File: src/asmr_map.vh
// constants for the audio stream merge router
`ifndef ASMR_MAP_VH
`define ASMR_MAP_VH
`define ASMR_NPORTS 10
`define ASMR_SLOT_W 8
`define ASMR_PRESET_A 2'h0
`define ASMR_PRESET_B 2'h1
`define ASMR_PRESET_C 2'h2
`define ASMR_PRESET_RST 2'h0
`define ASMR_SRC_MERGE 2'h0
`define ASMR_SRC_P10 2'h1
`define ASMR_SRC_PAIR 2'h2
`define ASMR_SRC_NONE 2'h3
`define ASMR_B_MERGE_LAST 8
`define ASMR_C_MERGE_LAST 7
`define ASMR_C_FWD_LAST 6
`endif

File: src/asmr_merge.v
// slot merger: ors together the audio of selected ports
`timescale 1ns/1ps
`default_nettype none
module asmr_merge #(
    parameter NPORTS = 10,
    parameter W = 8
) (
    input wire mclk,
    input wire rst,
    input wire [NPORTS*W-1:0] data_in,
    input wire [NPORTS-1:0] valid_in,
    input wire [NPORTS-1:0] sel,
    output reg [W-1:0] data_out,
    output reg valid_out
);
    reg [W-1:0] acc;
    reg any;
    integer i;
    // sources own disjoint slots, so an or gives distinct slots in one word
    always @*
    begin
        acc = {W{1'b0}};
        any = 1'b0;
        for (i = 0; i < NPORTS; i = i + 1)
        begin
            if (sel[i] && valid_in[i])
            begin
                acc = acc | data_in[i*W +: W];
                any = 1'b1;
            end
        end
    end
    always @(posedge mclk)
    begin
        if (rst)
        begin
            data_out <= {W{1'b0}};
            valid_out <= 1'b0;
        end
        else
        begin
            data_out <= acc;
            valid_out <= any;
        end
    end
endmodule // asmr_merge
`default_nettype wire

File: src/asmr_router.v
// ten-port merge and distribute router core
// Overview of operation
// automatic mode merges audio and aux data of all ten ports, sends to all.
// every port receives and transmits at the same time.
// three manual presets A, B, C held locally in this hub.
// preset A routes exactly like automatic mode.
// preset B merges audio of ports 1-9, sends only on port 10.
// preset B forwards port 10 receive stream to ports 1-9.
// preset B still merges aux data from all ten ports.
// preset C merges audio of ports 1-8, sends on 8 and 9/10.
// preset C forwards audio of ports 9 and 10 to ports 1-7.
// preset C merges aux data from all ports regardless of audio.
// preset C treats ports 9 and 10 as a redundant pair.
// outside setup never double-links hubs except ports 9/10 in preset C.
// both linked hubs must use preset C.
// remove redundant 9/10 link before returning to automatic mode.
// selector press advances preset A, B, C cyclically; one always selected.
// entering manual mode applies the stored preset at once.
// merger places disjoint input slots into one output stream.
`timescale 1ns/1ps
`default_nettype none
`include "asmr_map.vh"
module asmr_router #(
    parameter NPORTS = `ASMR_NPORTS,
    parameter W = `ASMR_SLOT_W
) (
    input wire mclk,
    input wire rst,
    input wire manual_mode,
    input wire preset_button,
    input wire [NPORTS*W-1:0] rx_audio,
    input wire [NPORTS-1:0] rx_audio_valid,
    input wire [NPORTS*W-1:0] rx_aux,
    input wire [NPORTS-1:0] rx_aux_valid,
    output reg [NPORTS*W-1:0] tx_audio,
    output reg [NPORTS-1:0] tx_audio_valid,
    output reg [NPORTS*W-1:0] tx_aux,
    output reg [NPORTS-1:0] tx_aux_valid,
    output wire [1:0] preset,
    output wire [2:0] preset_onehot,
    output wire manual_active
);
    reg mode_s1_r;
    reg mode_s2_r;
    reg btn_s1_r;
    reg btn_s2_r;
    reg btn_d_r;
    reg [1:0] preset_r;
    reg [1:0] preset_nxt;
    wire [NPORTS-1:0] audio_sel;
    wire [1:0] src_sel [0:NPORTS-1];
    wire press_w;
    reg [2:0] onehot_r;
    wire [1:0] eff;
    wire [W-1:0] merged_audio;
    wire merged_audio_v;
    wire [W-1:0] merged_aux;
    wire merged_aux_v;
    reg [W-1:0] pair_audio;
    reg pair_v;
    reg [W-1:0] p10_audio;
    reg p10_v;
    integer k;
    genvar g;

    // last port index, zero based, of each merge or forward group
    localparam B_LAST = `ASMR_B_MERGE_LAST;
    localparam C_LAST = `ASMR_C_MERGE_LAST;
    localparam C_FWD_LAST = `ASMR_C_FWD_LAST;

    // mode level comes from the network controller, asynchronous to mclk
    always @(posedge mclk)
    begin
        if (rst)
        begin
            mode_s1_r <= 1'b0;
            mode_s2_r <= 1'b0;
        end
        else
        begin
            mode_s1_r <= manual_mode;
            mode_s2_r <= mode_s1_r;
        end
    end

    // panel button is asynchronous too; the third stage is only for edge detect
    always @(posedge mclk)
    begin
        if (rst)
        begin
            btn_s1_r <= 1'b0;
            btn_s2_r <= 1'b0;
            btn_d_r <= 1'b0;
        end
        else
        begin
            btn_s1_r <= preset_button;
            btn_s2_r <= btn_s1_r;
            btn_d_r <= btn_s2_r;
        end
    end

    // button is assumed debounced outside; one rising edge is one press
    // reset leaves both stages low, matching the idle pin, so no false press
    assign press_w = btn_s2_r & ~btn_d_r;

    always @*
    begin
        preset_nxt = preset_r;
        if (press_w)
        begin
            case (preset_r)
                `ASMR_PRESET_A: preset_nxt = `ASMR_PRESET_B;
                `ASMR_PRESET_B: preset_nxt = `ASMR_PRESET_C;
                default: preset_nxt = `ASMR_PRESET_A;
            endcase
        end
    end

    // indicator word for the stored preset; exactly one bit is ever lit
    function [2:0] hot_of;
        input [1:0] p;
        begin
            case (p)
                `ASMR_PRESET_B: hot_of = 3'h2;
                `ASMR_PRESET_C: hot_of = 3'h4;
                default: hot_of = 3'h1;
            endcase
        end
    endfunction

    // preset survives auto mode so it is ready when manual mode returns
    always @(posedge mclk)
    begin
        if (rst)
        begin
            preset_r <= `ASMR_PRESET_RST;
            onehot_r <= hot_of(`ASMR_PRESET_RST);
        end
        else
        begin
            preset_r <= preset_nxt;
            onehot_r <= hot_of(preset_nxt);
        end
    end

    assign preset = preset_r;
    assign preset_onehot = onehot_r;
    assign manual_active = mode_s2_r;
    // stored preset takes effect as soon as manual mode is seen
    assign eff = mode_s2_r ? preset_r : `ASMR_PRESET_A;

    function [1:0] port_src;
        input [1:0] p;
        input integer idx;
        begin
            case (p)
                `ASMR_PRESET_B:
                    port_src = (idx == NPORTS - 1) ? `ASMR_SRC_MERGE : `ASMR_SRC_P10;
                `ASMR_PRESET_C:
                    if (idx <= C_FWD_LAST)
                        port_src = `ASMR_SRC_PAIR;
                    else
                        port_src = `ASMR_SRC_MERGE;
                default:
                    port_src = `ASMR_SRC_MERGE;
            endcase
        end
    endfunction

    // receive side: which ports feed the audio merger under each preset
    function merge_member;
        input [1:0] p;
        input integer idx;
        begin
            case (p)
                `ASMR_PRESET_B:
                    merge_member = (idx <= B_LAST);
                `ASMR_PRESET_C:
                    merge_member = (idx <= C_LAST);
                default:
                    merge_member = 1'b1;
            endcase
        end
    endfunction

    // per-port decode of merger membership and transmit source
    generate
        for (g = 0; g < NPORTS; g = g + 1)
        begin : g_route
            assign src_sel[g] = port_src(eff, g);
            assign audio_sel[g] = merge_member(eff, g);
        end
    endgenerate

    asmr_merge #(.NPORTS(NPORTS), .W(W)) u_audio (
        .mclk(mclk),
        .rst(rst),
        .data_in(rx_audio),
        .valid_in(rx_audio_valid),
        .sel(audio_sel),
        .data_out(merged_audio),
        .valid_out(merged_audio_v)
    );

    // aux channel always merged from every port, whatever the preset
    asmr_merge #(.NPORTS(NPORTS), .W(W)) u_aux (
        .mclk(mclk),
        .rst(rst),
        .data_in(rx_aux),
        .valid_in(rx_aux_valid),
        .sel({NPORTS{1'b1}}),
        .data_out(merged_aux),
        .valid_out(merged_aux_v)
    );

    // a word not marked valid adds nothing to the redundant pair
    function [W-1:0] gate_word;
        input v;
        input [W-1:0] d;
        begin
            gate_word = v ? d : {W{1'b0}};
        end
    endfunction

    // forwarded paths get one register so they align with the merger
    always @(posedge mclk)
    begin
        if (rst)
        begin
            pair_audio <= {W{1'b0}};
            pair_v <= 1'b0;
            p10_audio <= {W{1'b0}};
            p10_v <= 1'b0;
        end
        else
        begin
            p10_audio <= rx_audio[(NPORTS-1)*W +: W];
            p10_v <= rx_audio_valid[NPORTS-1];
            // redundant pair: whichever link is live feeds ports 1-7
            pair_audio <= gate_word(rx_audio_valid[NPORTS-2], rx_audio[(NPORTS-2)*W +: W]) |
                gate_word(rx_audio_valid[NPORTS-1], rx_audio[(NPORTS-1)*W +: W]);
            pair_v <= rx_audio_valid[NPORTS-2] | rx_audio_valid[NPORTS-1];
        end
    end

    always @(posedge mclk)
    begin
        if (rst)
        begin
            tx_audio <= {NPORTS*W{1'b0}};
            tx_audio_valid <= {NPORTS{1'b0}};
        end
        else
        begin
            for (k = 0; k < NPORTS; k = k + 1)
            begin
                // transmit runs every cycle alongside receive on each port
                // a preset change mixes old and new routing for one cycle only
                case (src_sel[k])
                    `ASMR_SRC_P10:
                    begin
                        tx_audio[k*W +: W] <= p10_audio;
                        tx_audio_valid[k] <= p10_v;
                    end
                    `ASMR_SRC_PAIR:
                    begin
                        tx_audio[k*W +: W] <= pair_audio;
                        tx_audio_valid[k] <= pair_v;
                    end
                    `ASMR_SRC_MERGE:
                    begin
                        tx_audio[k*W +: W] <= merged_audio;
                        tx_audio_valid[k] <= merged_audio_v;
                    end
                    default:
                    begin
                        tx_audio[k*W +: W] <= {W{1'b0}};
                        tx_audio_valid[k] <= 1'b0;
                    end
                endcase
            end
        end
    end

    // aux broadcast kept apart from the audio mux; it never depends on preset
    always @(posedge mclk)
    begin
        if (rst)
        begin
            tx_aux <= {NPORTS*W{1'b0}};
            tx_aux_valid <= {NPORTS{1'b0}};
        end
        else
        begin
            tx_aux <= {NPORTS{merged_aux}};
            tx_aux_valid <= {NPORTS{merged_aux_v}};
        end
    end
endmodule // asmr_router
`default_nettype wire

File: config.mk
export PLATFORM = sky130hd
export DESIGN_NAME = asmr_router
export DESIGN_NICKNAME = d
export VERILOG_FILES = /design/src/asmr_merge.v /design/src/asmr_router.v
export VERILOG_INCLUDE_DIRS = /design/src
export SDC_FILE = /design/constraint.sdc
export NUM_CORES = 1
export LEC_CHECK = 0
export ABC_AREA = 1
export BUFFER_PORTS_ARGS = -buffer_cell sky130_fd_sc_hd__buf_4
export CAP_MARGIN = 20
export CORE_AREA = 10 10 136 138
export DETAILED_ROUTE_END_ITERATION = 10
export DIE_AREA = 0 0 146 148
export GPL_TIMING_DRIVEN = 1
export PLACE_DENSITY = 0.67
export SETUP_SLACK_MARGIN = 0.02
export SLEW_MARGIN = 30
export SYNTH_ARGS = -nofsm -noshare
export SYNTH_HDL_FRONTEND = slang
export SYNTH_SLANG_ARGS = --single-unit
File: constraint.sdc
create_clock -name mclk -period 2.1 [get_ports mclk]
set_input_delay 0.63 -clock mclk [delete_from_list [all_inputs] [get_ports mclk]]
set_output_delay 0.63 -clock mclk [all_outputs]
set_load 0.01 [all_outputs]
== Word level (Yosys, flattened, before mapping) ==
Cells that the tools add are included.

* Input port bits: 184
* Output and inout bits: 186
* Flip-flop bits (word level): 217

* Bitwise operators: 22
* Multiplexer cells: 54
* Eq/ne operators: 9
* Reductions and logical operators: 6

{| class="wikitable"
|+ Operator list
! kind !! number
|-
| $mux 8 || 22
|-
| $or 8x8->8 || 19
|-
| $pmux 8 s3 || 2
|-
| $mux 1 || 23
|-
| $eq 2x1->1 const B || 5
|-
| $eq 2x2->1 const B || 4
|-
| $pmux 2 s2 || 2
|-
| $logic_not 2->1 || 3
|-
| $pmux 1 s3 || 2
|-
| $pmux 3 s2 || 1
|-
| $mux 2 || 2
|-
| $logic_and 1x1->1 || 2
|-
| $reduce_or 2->1 || 1
|-
| $and 1x1->1 || 1
|-
| $not 1->1 || 1
|-
| $or 1x1->1 || 1
|}

== Logic depth before layout (Yosys ltp) ==
* Depth in word-level cells: 19
* Depth in mapped cells: 10
* Mapped depth without buffers: 10

== Modules after synthesis ==
A second synthesis with hierarchy kept.

* Cell total of the unflattened synthesis: 849
* Area, all modules: 5564.1 um^2

{| class="wikitable"
|+ Modules (own cells, without submodules)
! module !! sequential area each (um^2) !! times used !! cells each !! area each (um^2)
|-
| asmr_router || 1281.2 || 1 || 417 || 3299.4
|-
| asmr_merge || 180.2 || 2 || 216 || 1132.3
|}

== Worst setup path after synthesis ==
Ideal clock, no wire load.

* Kind: register to register
* Start: register preset_r[0], in the netlist preset[0]
* End: register u_audio.data_out[4]
* Data arrival time: 1.296 ns
* Setup time: 0.113 ns
* Path slack: 0.691 ns
* Path buffers: 2
* Period minus slack after synthesis: 1.409 ns
* Stages on the path, launching flop included: 10
* Required time: 1.987 ns
* Path through: dfxtp_1 > nand2_1 > inv_1 > ha_1 > buf_6 > buf_12 > nand3_2 > nand3_2 > nor2_1 > nor2_1

* Cells in the longest elaborated chain, start to end: 7
* Elaborated cells on any way between the ends: 11

{| class="wikitable"
|+ RTL lines
! item !! line !! RTL
|-
| start: declaration || asmr_router.v:48 || <nowiki>reg [1:0] preset_r;</nowiki>
|-
| start signal: assignment || asmr_router.v:137 || <nowiki>preset_r <= `ASMR_PRESET_RST;</nowiki>
|-
| start signal: assignment || asmr_router.v:142 || <nowiki>preset_r <= preset_nxt;</nowiki>
|-
| $mux 2 (no source line) * || n/a ||
|-
| $eq 2x2->1 || asmr_router.v:176 || <nowiki>case (p)</nowiki>
|-
| $mux 1 || asmr_router.v:176 ||
|-
| $logic_and 1x1->1 || asmr_merge.v:26 || <nowiki>if (sel[i] && valid_in[i])</nowiki>
|-
| $mux 8 || asmr_merge.v:26 ||
|-
| $or 8x8->8 || asmr_merge.v:28 || <nowiki>acc = acc | data_in[i*W +: W];</nowiki>
|-
| $mux 8 * || asmr_merge.v:26 ||
|-
| end signal: assignment || asmr_merge.v:37 || <nowiki>data_out <= {W{1'b0}};</nowiki>
|-
| end: declaration || asmr_merge.v:13 || <nowiki>output reg [W-1:0] data_out,</nowiki>
|}

Every way passes the cells marked *; elsewhere a longest branch is shown, timed or not.
A chain may end at the register's enable or synchronous reset.

== Worst setup path after layout ==
* Start: register preset_r[0], in the netlist preset[0]
* End: register u_audio.data_out[5]

The elaborated chain is that of the path after synthesis.

==> parameters.txt <==
Parameter                              Value

Status
  Outcome ... complete, no violations

Clock tree
  Clock-pin slew on the worst setup and hold paths ... 60 ps
  Clk root buf ... clkbuf_16
  Worst-skew pair later-pin latency ... 330 ps
  Clock tree from TritonCTS ... built
  Number of setup buffers added after CTS ... 0
  Number of buffers created by CTS ... 9
  Gates resized, CTS repair ... 0
  Number of sinks handled by clock tree synthesis ... 82
  Number of H-tree branching levels ... 3
  Hold-fix buffers, CTS ... 0
  Buffer levels on the longest clock path ... 2

Global routing
  Initial antenna violation count ... 0
  Total GRT Usage ... 0.173
  Pin count of the biggest net entering global routing ... 31
  Wire length of the first global-routing pass ... 29900 µm
  Vias in the first global route ... 5159
  Total grt overflow ... 0

Power and ir drop
  Worst voltage drop across the vdd grid ... 396 µV
  Total Power Consumption ... 4.41 mW
  Power per unit of standard cell area ... 608 nW/µm²
  Leakage component of the power ... 4.25 nW

Routing
  Final wirelength ... 19800 µm
  Antenna viol nets, final ... 0
  Number of vias after detailed routing ... 5057
  Length of the first detailed-routing pass in iterations ... 5
  Wire length on met3 ... 1910 µm
  DRC ... 0
  Routed length per instance ... 16.2 µm
  Post-detailed-route via-to-cell ratio ... 4.12
  Wire length on met1 ... 8270 µm
  DRC violation total after the first TritonRoute iteration ... 275
  Highest routed metal layer ... met4
  Total length of routed met2 wires ... 9540 µm

Yosys
  Area share of the leading cell type in the synthesized netlist ... 0.316
  Largest area contributor in the synthesized netlist ... dfxtp_1
  Flip-flop cell with the highest count after synthesis ... dfxtp_1
  Gate count after technology mapping ... 803
  #FFs+latches synth ... 82
  Commonest cells in the netlist ... 289 x nand2_1, 149 x buf_4, 93 x nor2_1, 82 x dfxtp_1, 76 x inv_1
  Post-synth EDFFs ... 0
  Area of the mapped netlist ... 5200 µm²
  Count of distinct cell types in the synthesized netlist ... 22
  YS warnings ... 0
  Average cell area after synthesis ... 6.48 µm²
  Part of the Yosys area used for sequential elements ... 0.316
  Syn_nets ... 993
  Dominant cell by count in the synthesized netlist ... nand2_1
  Cell types occupying the most area after synthesis ... dfxtp_1 32%, buf_4 22%, nand2_1 21%
  Async set or reset register ratio after synthesis ... 0

Critical path
  Launching point of the worst reg2reg path ... preset[0]$_SDFF_PP0_
  Slowest Stage Delay on Critical Path ... 700 ps
  Launching element of the worst setup path ... preset[0]$_SDFF_PP0_
  Cell-by-cell listing of the critical path ... nand2_1 > inv_1 > ha_1 > nand3_1 > nand2_1 > inv_1 > nand3_1 > nand2_1 > inv_1
  Capturing element type of the critical path ... flip-flop
  Crit start category ... flip-flop
  Critical path's slowest cell ... ha_1
  Arrival time at the worst endpoint ... 2040 ps
  Biggest fanout along the worst timing path ... 18
  Critical path data required time ... 2370 ps
  Critical path class ... flip-flop to flip-flop

Timing
  Setup Total Neg Slack ... 0 ps
  Number of max-slew violations in the final report ... 0
  Max frequency ... 564 MHz
  Post-route minimum period ... 1770 ps
  Endpoints failing setup ... 0
  Worst max-slew margin expressed relative to the limit ... 0.567
  Worst clock skew ... 5.41 ps
  Number of hold-slack violations in the final timing report ... 0
  Slew of the pin with the lowest slew margin ... 650 ps
  Final Cycle Share ... 0.844
  Unrepaired setup endpoints after global routing ... no

Job
  # Max-Cap Violations ... 0

Floorplanning
  Number of primary I/O pins ... 370
  Die height ... 148 µm
  Starting density of the core ... 0.331
  Die span in x ... 146 µm
  Core Footprint ... 15700 µm²
  Rows ... 46
  Full die area ... 21600 µm²

Final layout
  Number of nets in the final layout ... 1197
  Antenna diode count ... 0
  Number of cells in the finished layout apart from fillers ... 1228
  Area delta synth->final ... 39.3%
  Fraction of final layout cells with drive strength greater than 1 ... 0.393

Placement
  Global placement routability congestion ... 0.907
  Count of input and output buffers ... 369
  Final HPWL DP ... 17200 µm
  Post-placement cell count ... 1212

Hold path
  Start point of the worst hold path ... u_aux.data_out[6]$_SDFF_PP0_
  Worst Hold Class ... flip-flop to flip-flop
[layout make-up]
type,count,area (µm²)
clock buffer,12,256
clock inverter,4,50.0
fill,1626,8470
inverter,79,297
multi-input combinational,464,1950
sequential,82,1640
tap,216,270
timing repair buffer,371,2790
[final timing paths]
check	slack, ps	to	cells after the start
min reg2reg	400	tx_aux[78]$_SDFF_PP0_	2
max reg2reg	330	u_audio.data_out[5]$_SDFF_PP0_	9
min	400	tx_aux[78]$_SDFF_PP0_	2
max	330	u_audio.data_out[5]$_SDFF_PP0_	9
[through the flow]
stage | utilization | setup slack (ps) | area (µm²) | hold slack, ps
final | 0.461 | 327 | 7250 | 402
after CTS | 0.461 | 314 | 7250 | 404
after global routing | 0.461 | 166 | 7250 | 417
after detailed placement | 0.442 | 381 | 6940 | 396
after global placement | 0.442 | 432 | 6940 | 389
after floorplan | - | 691 | 5200 | 388
[cells in the final DEF, fill, tap and decap left out, types with 2 or more instances in the layout]
master	Yosys	routed
ha_1	6	6
o21ai_0	8	8
o21ai_2	2	2
nand3_1	39	39
nand2_1	289	289
inv_2	3	3
buf_4	149	371
nand3_2	3	3
a21oi_1	18	18
inv_1	76	76
clkbuf_16	0	9
clkbuf_8	0	2
clkinvlp_4	0	2
dfxtp_1	82	82
nor2_1	93	93
[power by group]
| part | switching, mW | internal (mW) | leakage (nW) | total, mW |
|---|---|---|---|---|
| Clock | 0.581 | 0.983 | 0.145 | 1.56 |
| Sequential | 0.0815 | 1.65 | 0.683 | 1.73 |
| Combinational | 0.522 | 0.589 | 3.42 | 1.11 |
[layer usage]
layer,up-vias,GRT usage
met5,-,0
met1,2174,0.206
met4,0,0.0330
li1,2644,-
met3,7,0.0635
met2,232,0.292
[flip-flops by register name, indices dropped and copies added, names as in the netlist, 3 cells and up]
register	cells
u_aux.data_out	8
pair_audio	8
tx_aux	8
tx_audio	24
preset_onehot	3
u_audio.data_out	8
p10_audio	8
tx_audio_valid	3
[logic make-up (layout without fill, tap and decap cells)]
family | Yosys count | count (layout) | share of synthesized area
simple gates | 428 | 428 | 0.327
buf+inv | 257 | 466 | 0.310
flops | 82 | 82 | 0.316
compound gates | 30 | 30 | 0.0325
fa+ha+maj | 6 | 6 | 0.0144
[critical path, delay by kind of cell (launching register included)]
| family | cells | cell delay (ps) |
|---|---|---|
| flip-flops | 1 | 330 |
| buffers and inverters | 3 | 180 |
| adder cells (fa/ha/maj) | 1 | 700 |
| AND/OR/NAND/NOR | 5 | 510 |
Note: power is estimated with default switching activity, not from simulation.
